**src/logic/psd_defs.svh**
```systemverilog
// register indices, field positions, reset values and codes of the power stop block
`ifndef PSD_DEFS_SVH
`define PSD_DEFS_SVH

`define PSD_IDX_EVMASK 2'h0
`define PSD_IDX_MODE 2'h1
`define PSD_IDX_CLK 2'h2

`define PSD_EVMASK_RST 16'h0000
`define PSD_EVMASK_BITS 16'h01ff
`define PSD_EV_COUNT 9

`define PSD_MODE_RST 16'h0101
`define PSD_MODE_MASK 16'h0303
`define PSD_MODE_MANUAL_BIT 9
`define PSD_MODE_AUTO_BIT 8
`define PSD_MODE_FIELD_LSB 0

`define PSD_CLK_RST 16'h014f
`define PSD_CLK_MASK 16'h07ff
`define PSD_CLK_REVERT_BIT 10
`define PSD_CLK_OUTEN_BIT 9
`define PSD_CLK_SRC_BIT 8

`define PSD_OPM_FAULT 2'h0
`define PSD_OPM_STANDBY 2'h1
`define PSD_OPM_NORMAL 2'h2
`define PSD_OPM_DISCH 2'h3

`endif

```
**src/logic/psd_pkg.sv**
```systemverilog
// types shared by the power stop block
package psd_pkg;
  typedef enum logic {
    PSD_DIS_IDLE,
    PSD_DIS_BUSY
  } psd_dis_e;
  typedef logic [15:0] psd_word_t;
endpackage

```
**src/logic/psd_ctrl.sv**
```systemverilog
// event stop mask, mode and discharge control, switching clock configuration
`timescale 1ns/10ps
`default_nettype none
`include "psd_defs.svh"

// Behaviour
// [RULE_01] bit 8 lets a reverse current event stop the power train
// [RULE_02] bits 7 and 6 gate input overvoltage and undervoltage stops
// [RULE_03] bits 5 and 4 gate output overvoltage and undervoltage stops
// [RULE_04] bits 3 and 2 gate input and output overcurrent stops
// [RULE_05] bits 1 and 0 gate output short-circuit and overload stops
// [RULE_06] unimplemented upper bits read zero and ignore writes
// [RULE_07] manual discharge bit starts a discharge and self-clears when done
// [RULE_08] manual discharge request ignored while automatic discharge is set
// [RULE_09] with automatic discharge set, every power train stop starts a discharge; code starts one only on a stop rising while no discharge runs
// [RULE_10] mode codes: fault, standby, normal, discharge; discharge codes read-only
// [RULE_11] enable pin high reads normal mode and ignores standby writes
// [RULE_12] clock register ignores writes while enabled or timed function active
// [RULE_13] software keeps sync pin non-output and disabled-state readings off first
// [RULE_14] auto-revert bit returns to internal clock when sync is lost
// [RULE_15] clock output drives sync pin only when enabled and internal selected
// [RULE_16] clock source bit: 0 sync pin, 1 internal oscillator, reset 1
// [RULE_17] low eight clock register bits hold the switching period count
// [RULE_18] event stop register ignores writes while the device is enabled
// [RULE_19] stop request is OR of events with their enable bits, every cycle
// [RULE_20] mode reads discharge code during discharge, standby after normal end
module psd_ctrl (
  input wire logic sys_clk,                  // 20 MHz clock
  input wire logic resetn,                   // synchronous reset, active low
  input wire logic reg_wr,                   // register write strobe
  input wire logic [1:0] reg_sel,            // register index
  input wire logic [15:0] reg_wdata,         // write data
  output logic [15:0] reg_rdata,             // read data, one cycle after select
  input wire logic enable_pin,               // device enable pin
  input wire logic timed_func_active,        // a time-dependent function runs
  input wire logic [8:0] prot_event,         // protection events, bit = mask bit
  input wire logic discharge_done,           // power stage: discharge finished
  input wire logic discharge_fault,          // power stage: discharge failed
  input wire logic sync_lost,                // external sync missing
  input wire logic sync_in,                  // sync pin input level
  input wire logic sw_freq_in,               // internal switching frequency
  output logic stop_req,                     // stop the power train
  output logic discharge_on,                 // drive output discharge
  output logic pll_internal,                 // pll input is internal oscillator
  output logic pll_ref,                      // selected pll reference
  output logic sync_out,                     // sync pin output level
  output logic sync_oe_n,                    // sync pin drive, low drives
  output logic [7:0] switching_period_count, // period count to the pwm
  output logic [1:0] operating_mode_field    // mode as seen by software
);

  logic [8:0] event_stop_mask_ff;
  logic auto_discharge_en_ff;
  logic manual_discharge_start_ff;
  logic [1:0] mode_ff;
  logic clock_auto_revert_ff;
  logic clock_output_en_ff;
  logic pll_input_select_ff;
  logic [7:0] period_ff;
  logic reverted_ff;
  logic stop_ff;
  logic sync_out_ff;
  logic sync_oe_n_ff;
  logic pll_ref_ff;
  logic [15:0] rdata_ff;
  psd_pkg::psd_dis_e dis_ff;
  logic dev_enabled;
  logic wr_ev;
  logic wr_mode;
  logic wr_clk;
  logic stop_now;
  logic stop_rise;
  logic manual_ok;
  logic dis_start;
  logic dis_end;
  logic eff_internal;
  logic [1:0] mode_view;
  logic [15:0] nxt_rdata;

  // reset words kept whole so that single fields are picked by position
  localparam logic [15:0] EVMASK_RST = `PSD_EVMASK_RST;
  localparam logic [15:0] MODE_RST = `PSD_MODE_RST;
  localparam logic [15:0] CLK_RST = `PSD_CLK_RST;

  assign dev_enabled = enable_pin || (mode_ff == `PSD_OPM_NORMAL);
  assign wr_ev = reg_wr && (reg_sel == `PSD_IDX_EVMASK);
  assign wr_mode = reg_wr && (reg_sel == `PSD_IDX_MODE);
  assign wr_clk = reg_wr && (reg_sel == `PSD_IDX_CLK);

  // [RULE_18] no mask change while enabled
  always_ff @(posedge sys_clk) begin
    if (!resetn) begin
      event_stop_mask_ff <= EVMASK_RST[`PSD_EV_COUNT-1:0];
    end else if (wr_ev && !dev_enabled) begin
      // [RULE_06] only the nine mask bits are stored
      event_stop_mask_ff <= reg_wdata[`PSD_EV_COUNT-1:0];
    end
  end

  // [RULE_01] each event gated by its own enable bit, covering bits 8..0
  // [RULE_02] [RULE_03] [RULE_04] [RULE_05] bits 7..0 gated alike
  // [RULE_19] registered OR of gated events, recomputed every cycle
  assign stop_now = |(prot_event & event_stop_mask_ff);

  always_ff @(posedge sys_clk) begin
    if (!resetn) begin
      stop_ff <= 1'b0;
    end else begin
      stop_ff <= stop_now;
    end
  end

  assign stop_req = stop_ff;
  // a held event stops once; the discharge follows its first cycle only
  assign stop_rise = stop_now && !stop_ff;

  // [RULE_08] manual request only counts with automatic discharge clear
  assign manual_ok = wr_mode && reg_wdata[`PSD_MODE_MANUAL_BIT]
                     && !reg_wdata[`PSD_MODE_AUTO_BIT] && !auto_discharge_en_ff;
  // [RULE_09] a stop launches a discharge when automatic discharge is set
  assign dis_start = (dis_ff == psd_pkg::PSD_DIS_IDLE)
                     && (manual_ok || (stop_rise && auto_discharge_en_ff));
  assign dis_end = (dis_ff == psd_pkg::PSD_DIS_BUSY) && (discharge_done || discharge_fault);

  always_ff @(posedge sys_clk) begin
    if (!resetn) begin
      dis_ff <= psd_pkg::PSD_DIS_IDLE;
    end else begin
      case (dis_ff)
        psd_pkg::PSD_DIS_IDLE: begin
          if (dis_start) begin
            dis_ff <= psd_pkg::PSD_DIS_BUSY;
          end
        end
        psd_pkg::PSD_DIS_BUSY: begin
          if (dis_end) begin
            dis_ff <= psd_pkg::PSD_DIS_IDLE;
          end
        end
        default: begin
          dis_ff <= psd_pkg::PSD_DIS_IDLE;
        end
      endcase
    end
  end

  assign discharge_on = (dis_ff == psd_pkg::PSD_DIS_BUSY);

  always_ff @(posedge sys_clk) begin
    if (!resetn) begin
      auto_discharge_en_ff <= MODE_RST[`PSD_MODE_AUTO_BIT];
    end else if (wr_mode) begin
      auto_discharge_en_ff <= reg_wdata[`PSD_MODE_AUTO_BIT];
    end
  end

  // [RULE_07] set by an honoured request, cleared by hardware at the end
  always_ff @(posedge sys_clk) begin
    if (!resetn) begin
      manual_discharge_start_ff <= 1'b0;
    end else if (dis_start && manual_ok) begin
      manual_discharge_start_ff <= 1'b1;
    end else if (dis_end) begin
      manual_discharge_start_ff <= 1'b0;
    end
  end

  // [RULE_10] software may write only standby or normal
  // [RULE_20] discharge code while busy, standby or fault afterwards
  always_ff @(posedge sys_clk) begin
    if (!resetn) begin
      mode_ff <= `PSD_OPM_STANDBY;
    end else if (dis_start) begin
      mode_ff <= `PSD_OPM_DISCH;
    end else if (dis_end) begin
      mode_ff <= discharge_fault ? `PSD_OPM_FAULT : `PSD_OPM_STANDBY;
    end else if (wr_mode && !discharge_on) begin
      if (reg_wdata[1:0] == `PSD_OPM_NORMAL) begin
        mode_ff <= `PSD_OPM_NORMAL;
      // [RULE_11] standby refused while the enable pin is high
      end else if (reg_wdata[1:0] == `PSD_OPM_STANDBY && !enable_pin) begin
        mode_ff <= `PSD_OPM_STANDBY;
      end
    end
  end

  // [RULE_11] pin high shows normal unless a discharge is under way
  assign mode_view = (enable_pin && !discharge_on && mode_ff != `PSD_OPM_DISCH)
                     ? `PSD_OPM_NORMAL : mode_ff;
  assign operating_mode_field = mode_view;

  // [RULE_12] clock config frozen while enabled or timed function active
  always_ff @(posedge sys_clk) begin
    if (!resetn) begin
      clock_auto_revert_ff <= CLK_RST[`PSD_CLK_REVERT_BIT];
      clock_output_en_ff <= CLK_RST[`PSD_CLK_OUTEN_BIT];
      pll_input_select_ff <= CLK_RST[`PSD_CLK_SRC_BIT];
      period_ff <= CLK_RST[7:0];
    end else if (wr_clk && !dev_enabled && !timed_func_active) begin
      clock_auto_revert_ff <= reg_wdata[`PSD_CLK_REVERT_BIT];
      clock_output_en_ff <= reg_wdata[`PSD_CLK_OUTEN_BIT];
      // [RULE_16] source select, internal after reset
      pll_input_select_ff <= reg_wdata[`PSD_CLK_SRC_BIT];
      // [RULE_17] period count stored as written
      period_ff <= reg_wdata[7:0];
    end
  end

  assign switching_period_count = period_ff;

  // [RULE_14] sticky revert; a fresh config write re-arms external sync
  always_ff @(posedge sys_clk) begin
    if (!resetn) begin
      reverted_ff <= 1'b0;
    end else if (sync_lost && clock_auto_revert_ff && !pll_input_select_ff) begin
      reverted_ff <= 1'b1;
    end else if (wr_clk && !dev_enabled && !timed_func_active) begin
      reverted_ff <= 1'b0;
    end
  end

  assign eff_internal = pll_input_select_ff || reverted_ff;
  assign pll_internal = eff_internal;

  // [RULE_15] drive the switching frequency only on internal source
  always_ff @(posedge sys_clk) begin
    if (!resetn) begin
      sync_out_ff <= 1'b0;
      sync_oe_n_ff <= 1'b1;
      pll_ref_ff <= 1'b0;
    end else begin
      sync_out_ff <= sw_freq_in;
      sync_oe_n_ff <= !(clock_output_en_ff && eff_internal);
      pll_ref_ff <= eff_internal ? sw_freq_in : sync_in;
    end
  end

  assign sync_out = sync_out_ff;
  assign sync_oe_n = sync_oe_n_ff;
  assign pll_ref = pll_ref_ff;

  // [RULE_06] unimplemented bits are zero in every read word
  always_comb begin
    nxt_rdata = 16'h0000;
    case (reg_sel)
      `PSD_IDX_EVMASK: begin
        nxt_rdata = {7'h00, event_stop_mask_ff};
      end
      `PSD_IDX_MODE: begin
        nxt_rdata = {6'h00, manual_discharge_start_ff, auto_discharge_en_ff, 6'h00, mode_view};
      end
      `PSD_IDX_CLK: begin
        nxt_rdata = {5'h00, clock_auto_revert_ff, clock_output_en_ff, pll_input_select_ff,
                     period_ff};
      end
      default: begin
        nxt_rdata = 16'h0000;
      end
    endcase
  end

  always_ff @(posedge sys_clk) begin
    if (!resetn) begin
      rdata_ff <= 16'h0000;
    end else begin
      rdata_ff <= nxt_rdata;
    end
  end

  assign reg_rdata = rdata_ff;

  // checks
  logic past_valid_ff;
  always_ff @(posedge sys_clk) begin
    if (!resetn) begin
      past_valid_ff <= 1'b0;
    end else begin
      past_valid_ff <= 1'b1;
    end
  end

  chk_stop_gating: assert property (@(posedge sys_clk) disable iff (!resetn) // [RULE_19]
    past_valid_ff |-> stop_req == |($past(prot_event) & $past(event_stop_mask_ff)))
    else $error("stop request does not match gated events");

  chk_reverse_mask: assert property (@(posedge sys_clk) disable iff (!resetn) // [RULE_01]
    (prot_event == 9'h100 && !event_stop_mask_ff[8]) |=> !stop_req)
    else $error("masked reverse current stopped the power train");

  chk_mask_lock: assert property (@(posedge sys_clk) disable iff (!resetn) // [RULE_18]
    (wr_ev && dev_enabled) |=> $stable(event_stop_mask_ff))
    else $error("event mask changed while enabled");

  chk_clk_lock: assert property (@(posedge sys_clk) disable iff (!resetn) // [RULE_12]
    (wr_clk && (dev_enabled || timed_func_active)) |=> $stable(period_ff)
    && $stable(pll_input_select_ff))
    else $error("clock config changed while locked");

  chk_manual_ignored: assert property (@(posedge sys_clk) disable iff (!resetn) // [RULE_08]
    (wr_mode && auto_discharge_en_ff && !stop_rise) |=> !$rose(discharge_on))
    else $error("manual discharge accepted with auto discharge set");

  chk_auto_launch: assert property (@(posedge sys_clk) disable iff (!resetn) // [RULE_09]
    (stop_rise && auto_discharge_en_ff && !discharge_on) |=> discharge_on
    && mode_ff == `PSD_OPM_DISCH)
    else $error("stop did not launch discharge");

  chk_manual_clear: assert property (@(posedge sys_clk) disable iff (!resetn) // [RULE_07]
    (discharge_on && discharge_done) |=> !manual_discharge_start_ff && !discharge_on
    && mode_ff == `PSD_OPM_STANDBY)
    else $error("discharge end not reflected");

  chk_enable_view: assert property (@(posedge sys_clk) disable iff (!resetn) // [RULE_11]
    (enable_pin && !discharge_on) |-> operating_mode_field == `PSD_OPM_NORMAL)
    else $error("enable pin high but mode not normal");

  chk_disch_view: assert property (@(posedge sys_clk) disable iff (!resetn) // [RULE_20]
    discharge_on |-> operating_mode_field == `PSD_OPM_DISCH)
    else $error("discharge under way but mode not discharge");

  chk_code_ro: assert property (@(posedge sys_clk) disable iff (!resetn) // [RULE_10]
    (wr_mode && !discharge_on && !dis_start && (reg_wdata[1:0] == `PSD_OPM_FAULT
    || reg_wdata[1:0] == `PSD_OPM_DISCH)) |=> $stable(mode_ff))
    else $error("read-only mode code was written");

  chk_sync_drive: assert property (@(posedge sys_clk) disable iff (!resetn) // [RULE_15]
    !sync_oe_n |-> $past(clock_output_en_ff) && $past(eff_internal))
    else $error("sync pin driven without internal clock output");

  chk_sync_idle: assert property (@(posedge sys_clk) disable iff (!resetn) // [RULE_15]
    (!clock_output_en_ff || !eff_internal) |=> sync_oe_n)
    else $error("sync pin not released");

  chk_revert: assert property (@(posedge sys_clk) disable iff (!resetn) // [RULE_14]
    (sync_lost && !clock_auto_revert_ff) |=> pll_internal == $past(pll_internal)
    || $past(wr_clk))
    else $error("clock reverted with auto revert off");

  cov_manual: cover property (@(posedge sys_clk) disable iff (!resetn)
    manual_ok ##1 discharge_on ##[1:20] !discharge_on);
  cov_auto: cover property (@(posedge sys_clk) disable iff (!resetn)
    stop_rise && auto_discharge_en_ff ##1 discharge_on);
  cov_revert: cover property (@(posedge sys_clk) disable iff (!resetn) $rose(reverted_ff));
  cov_clkout: cover property (@(posedge sys_clk) disable iff (!resetn) $fell(sync_oe_n));

endmodule
`default_nettype wire

```
**config.mk**
```make
export PLATFORM = sky130hd
export DESIGN_NAME = psd_ctrl
export DESIGN_NICKNAME = d
export VERILOG_FILES = /design/src/logic/psd_pkg.sv /design/src/logic/psd_ctrl.sv
export VERILOG_INCLUDE_DIRS = /design/src /design/src/logic
export SDC_FILE = /design/constraint.sdc
export NUM_CORES = 1
export LEC_CHECK = 0
export BUFFER_PORTS_ARGS = -buffer_cell sky130_fd_sc_hd__buf_2
export CAP_MARGIN = 10
export CORE_ASPECT_RATIO = 1.75
export CORE_MARGIN = 2
export CORE_UTILIZATION = 50
export CTS_CLUSTER_DIAMETER = 30
export DETAILED_ROUTE_END_ITERATION = 8
export GPL_TIMING_DRIVEN = 0
export PLACE_DENSITY = 0.83
export SLEW_MARGIN = 40
export SYNTH_ARGS = -nofsm -noshare
export SYNTH_HDL_FRONTEND = slang
export SYNTH_SLANG_ARGS = --single-unit
```
**constraint.sdc**
```tcl
create_clock -name sys_clk -period 3 [get_ports sys_clk]
set_input_delay 0.3 -clock sys_clk [delete_from_list [all_inputs] [get_ports sys_clk]]
set_output_delay 0.3 -clock sys_clk [all_outputs]
set_load 0.005 [all_outputs]
```
==> results of run 1 <==
synth_stat cells, drive strengths merged, types with 2 or more instances:
master,instances,area [sq um]
nor2,31,116.4
nor2b,2,12.51
nand3,2,10.01
mux2i,31,310.3
a22oi,5,37.54
and2,2,12.51
and3,2,12.51
a21oi,6,30.03
buf,8,55.05
nand2,12,47.55
nor3b,2,15.01
dfxtp,41,820.8
o21a,4,30.03
nand2b,5,31.28
clkbuf,3,11.26
logic make-up (layout without fill, tap and decap cells):
| logic type | count (synthesis) | count (layout) | share of synthesized area (%) |
|---|---|---|---|
| AO/OA/AOI/OAI | 23 | 23 | 9.979 |
| buffers and inverters | 12 | 78 | 4.201 |
| flip-flops | 41 | 41 | 49.21 |
| multiplexers | 31 | 31 | 18.60 |
| other | 1 | 5 | 0.2248 |
| AND/OR/NAND/NOR | 62 | 62 | 17.78 |
area by class of cell:
type / count / area, sq um / area share, %
Buffer: 11 / 66.31 / 3.144
Clock buffer: 6 / 72.57 / 3.440
Clock inverter: 2 / 10.01 / 0.4745
Inverter: 1 / 3.754 / 0.1779
Multi-Input combinational cell: 121 / 792.0 / 37.54
Sequential cell: 41 / 820.8 / 38.91
Tap cell: 43 / 53.80 / 2.550
Timing Repair Buffer: 58 / 290.3 / 13.76
worst max-delay path by stage:
stage,from,to,slack [ps],cells after the start
2_1_floorplan,discharge_on,mode_ff[0],1530,4
3_3_place_gp,reg_sel[0],switching_period_count[6],1420,6
3_5_place_dp,reg_sel[0],switching_period_count[3],1390,6
4_1_cts,discharge_on,mode_ff[0],1460,4
5_1_grt,discharge_on,mode_ff[0],1390,4
6_report,discharge_on,mode_ff[0],1450,4
metrics by stage:
| stage | setup slack (ps) | area, sq um | hold WS (ps) |
|---|---|---|---|
| after floorplan | 1525 | 1683 | 380.2 |
| after global placement | 1421 | 2027 | 396.2 |
| after detailed placement | 1389 | 2027 | 401.1 |
| after CTS | 1457 | 2110 | 228.7 |
| after global routing | 1389 | 2110 | 225.9 |
| final | 1452 | 2110 | 223.6 |
registers in the layout, summed over array words and instances (netlist names):
register                   count
manual_discharge_start_ff      1
sync_oe_n                      1
reverted_ff                    1
sync_out                       1
mode_ff                        2
switching_period_count         8
event_stop_mask_ff             9
auto_discharge_en_ff           1
clock_auto_revert_ff           1
clock_output_en_ff             1
pll_ref                        1
pll_input_select_ff            1
discharge_on                   1
reg_rdata                     11
stop_req                       1
layer usage:
layer	global-route usage, %	share of wire, %	vias to the layer above
met5	0	0	-
met1	25.28	38	694
li1	-	-	718
met2	37.97	55	46
met4	7.297	1.5	0
met3	7.416	5.6	5
power by group:
group	internal (uW)	switching (uW)
Clock	161	191
Sequential	559	8.57
Combinational	57.8	58.3
Total	778	258
critical path: cells and delay by family, from the launching register on:
kind / cells / cell delay [ps]
AO/OA/AOI/OAI: 2 / 620
flip-flops: 1 / 360
AND/OR/NAND/NOR: 2 / 460
==> results.cfg, run 1 <==
[die]
pin_count = 69
dieArea_sq_um = 3832
dieHeight_microns = 80.41
core_area_sq_um = 3176
die_width_microns = 47.66
start_util_pct = 52.52
rows = 27

[cts]
cts_tree = yes
holdBufCountCts = 0
cts_root_buffer = clkbuf_8
cts_buffer_depth = 2
clock_latency_ps = 300
ctsResizeCount = 0
cts_buffers = 5
cts_setup_buffers = 0
cts.sinks = 41
htree_levels = 2
clk_pin_slew_ps = 80

[layout]
final_cell_mix = buf_2 (60), dfxtp_1 (41), nor2_1 (31), mux2i_1 (31), nand2_1 (11)
final.fill_count = 306
fin_cells = 283
final_common_cell = buf_2
num-nets-final = 276
n_antenna_cell = 0
area_growth_pct = 26.48
layout-drive-gt1-share_pct = 32.08
fin_util_pct = 66.43

[power_and_ir_drop]
leakage_uw = 0.001095
finalPower_uw = 1035
peakVddDrop_v = 0.0003911
powerDensity_nw_per_um2 = 490.9

[route]
antenna_left = 0
drt_pass1_iterations = 5
wirelength_microns = 3776
routedWlPerCell_microns = 13.34
route.detailed.drc = 0
dr_total_vias = 1463
first_iter_violations = 46
routed_via_density = 5.170

[yosys]
synth.yosys.seq_area_share_pct = 49.21
ys_ff_latch = 41
synth_enable_flop_cells = 0
postSynthAreaPerCell_sq_um = 9.811
synth_warnings = 0
ys_types = 31
synth_area_sq_um = 1668
netlist_instances = 170
async_reset_ff_share_pct = 0
synth_ff_type = dfxtp_1

[grt]
grt-ovfl-total = 0
track_usage_pct = 22.44
grt_pass1_wl_microns = 6016
antenna_found_initial = 0
grt_pass1_vias = 1336
grt_max_degree = 13

[hold_path]
holdPathStages = 2
worst_hold_path.endpoint = sync_out
min_path_type = primary input to register
min_from = sw_freq_in

[critical_path]
worstPathCellList = and4bb_4, nand2_2, a221o_1, a211o_1
worst_ep_arrival_time_ps = 1740
cp-start-kind = register
worstPathMaxFanout = 7
r2r_slack_ps = 1450
reg2reg_from = discharge_on
rr_worst_depth = 4
slowest_delay_ps = 400
crit_slowest_cell = and4bb_4
r2r_end = mode_ff[0]
critPathRequiredTime_ps = 3200
endpoint_kind = register
critical_path_class = register to register

[sta]
finalCritPeriodShare_pct = 51.59
fin_skew_ps = 11.18
slew_headroom_pct = 64.73
fin_crit_ps = 1548
fmax_ghz = 0.6462
finalHoldViolations = 0
rsz0062_at_grt = no
worst_slew_pin_slew_ps = 529.1
slew_viol_final = 0
finalSetupViolCount = 0
tns_ps = 0

[placed_design]
dp_hpwl_microns = 2919
port_buffers = 58
dp.cells = 275
routabilityCongestion = 0.8677

[flow_run]
maxCapViolations = 0

[run_status]
status = finished, final reports clean
(Power assumes the default switching activity.)
==> run 2, diff against run 1 <==
- ABC_AREA: default -> 1
- CORE_UTILIZATION: 50 -> 43
- PLACE_DENSITY: 0.83 -> 0.75
- clock period: 3 -> 1.4 ns (I/O delays scaled with it)
==> run 2 against run 1 <==
Against the previous run: cell area up 3.6%; non-clock buffer count down 1; first-iteration DRC count down 35%; final cell count up 23%; sequential power up 120%; via count up 17%; critical path depth up 3.
==> results.cfg, run 2 <==
[run_status]
status = finished, final reports clean

[grt]
grt_max_degree = 14
grt-ovfl-total = 0
track_usage_pct = 20.55
grt_pass1_vias = 1570
grt_pass1_wl_microns = 6851
antenna_found_initial = 0

[yosys]
ys_top_cells_by_area = dfxtp_1 (48%), nand2_1 (15%), a21oi_1 (6.5%)
yosysMostFrequentCell = nand2_1
synth_enable_flop_cells = 0
synth_warnings = 0
ys_types = 24
async_reset_ff_share_pct = 0
synth_ff_type = dfxtp_1
postSynthAreaPerCell_sq_um = 7.372
synth.top_cell.area_share_pct = 48.20
ys_ff_latch = 41
synth_area_sq_um = 1703
netlist_instances = 231
synth_top_area_cell = dfxtp_1
synth.yosys.seq_area_share_pct = 48.20
synth_common_cells = nand2_1 (69), dfxtp_1 (41), nor2_1 (27), a21oi_1 (22), nand3_1 (19)

[layout]
largest_reg_flops = 11
num-nets-final = 336
final_cell_mix = nand2_1 (69), buf_2 (60), dfxtp_1 (40), nor2_1 (27), a21oi_1 (22)
fin_area_sq_um = 2185
n_antenna_cell = 0
area_growth_pct = 28.29
fin_util_pct = 57.06
layout-drive-gt1-share_pct = 28.67
final.fill_count = 424
final_common_cell = nand2_1

[placed_design]
routabilityCongestion = 0.8683
dp_hpwl_microns = 3180
placed_area_sq_um = 2063
port_buffers = 57
dp_slack_ps = 124.5

[route]
dr_total_vias = 1706
routedWlPerCell_microns = 12.53
first_iter_violations = 30
wirelength_microns = 4362
routed_via_density = 4.902
antenna_left = 0
route.detailed.drc = 0
drt_pass1_iterations = 4

[sta]
tns_ps = 0
finalSetupViolCount = 0
fmax_ghz = 0.7529
fin_crit_ps = 1328
finalHoldViolations = 0
rsz0062_at_grt = no
slew_viol_final = 0
fin_skew_ps = 5.132
worst_slew_pin_slew_ps = 537.4
slew_headroom_pct = 64.17
timing.final.ws_setup_ps = 71.82
finalCritPeriodShare_pct = 94.87

[cts]
cts_root_buffer = clkbuf_8
cts_buffer_depth = 2
cts.sinks = 41
holdBufCountCts = 0
cts_tree = yes
htree_levels = 2
cts_buffers = 5
clk_pin_slew_ps = 80
clock_latency_ps = 300

[die]
dieHeight_microns = 87.25
pin_count = 69
start_util_pct = 44.48
die_width_microns = 51.57
core_area_sq_um = 3829
dieArea_sq_um = 4499
rows = 30

[hold_path]
min_path_type = primary input to register
holdPathStages = 3

[critical_path]
critPathTopFamily = simple AND/OR/NAND/NOR gates
critical_path_class = register to register
crit_buf_inv = 2
worstPathCellList = inv_2, o21ai_4, nor2_8, nand2_4, buf_6, a21oi_1, nor2_1
worstPathMaxFanout = 10
path_depth = 7
slowest_delay_ps = 330
critPathRequiredTime_ps = 1580
endpoint_kind = register
cp-start-kind = register
rr_worst_depth = 7
worst_ep_arrival_time_ps = 1500
crit_slowest_cell = dfxtp_1

[flow_run]
maxCapViolations = 0

[power_and_ir_drop]
powerDensity_nw_per_um2 = 1151
peakVddDrop_v = 0.0008762
leakage_uw = 0.001073
run 2: metal layers:
layer	part of all wire [%]	up-vias	GRT usage [%]
li1	-	866	-
met1	37	770	21.96
met2	55	63	37.53
met3	6.0	7	4.124
met4	1.9	0	9.330
met5	0	-	0
run 2: logic make-up (layout without fill, tap and decap cells):
group,Yosys count,after routing,synth area share (%)
flops,41,41,48.20
other cells,1,5,0.2202
buf+inv,29,94,8.156
simple gates,122,122,30.42
compound gates,38,38,13.01
run 2: tightest hold or removal path, cell delays in order:
cell and delay (ps):
buf_2 90, nand2_1 50, inv_1 40
run 2: area by class of cell:
class / count / area (sq um) / share of cell area, %
Inverter: 18 / 67.56 / 3.093
Timing Repair Buffer: 57 / 285.3 / 13.06
Buffer: 11 / 71.32 / 3.265
Tap cell: 48 / 60.06 / 2.749
Sequential cell: 41 / 822.0 / 37.63
Clock buffer: 6 / 82.58 / 3.780
Multi-Input combinational cell: 165 / 758.2 / 34.71
Clock inverter: 2 / 37.54 / 1.718
run 2: final timing paths:
kind,end,slack [ps],from
setup / recovery,reverted_ff,70,mode_ff[1]
hold reg to reg,sync_oe_n,430,clock_output_en_ff
hold / removal,sync_out,40,sw_freq_in
setup reg to reg,reverted_ff,70,mode_ff[1]
run 2: repair_timing:
action                                  in CTS  in global routing
endpoints found under the setup margin       0                  2
resized for setup                            0                  1
buffers inserted                             0                  0
run 2: report_power, final:
group | switching, uW | total, uW | internal [uW]
logic | 166 | 281 | 115
clock network | 428 | 1010 | 580
registers | 21.7 | 1220 | 1200
total | 616 | 2510 | 1900
run 2: through the flow:
stage | cells | hold WS [ps] | total power [uW]
global route | 348 | 48.39 | 2608
floorplan | 235 | 237.6 | 1408
detailed placement | 340 | 350.8 | 1531
CTS | 348 | 42.51 | 2517
global placement | 340 | 346.8 | 1528
finish | 348 | 40.35 | 2514
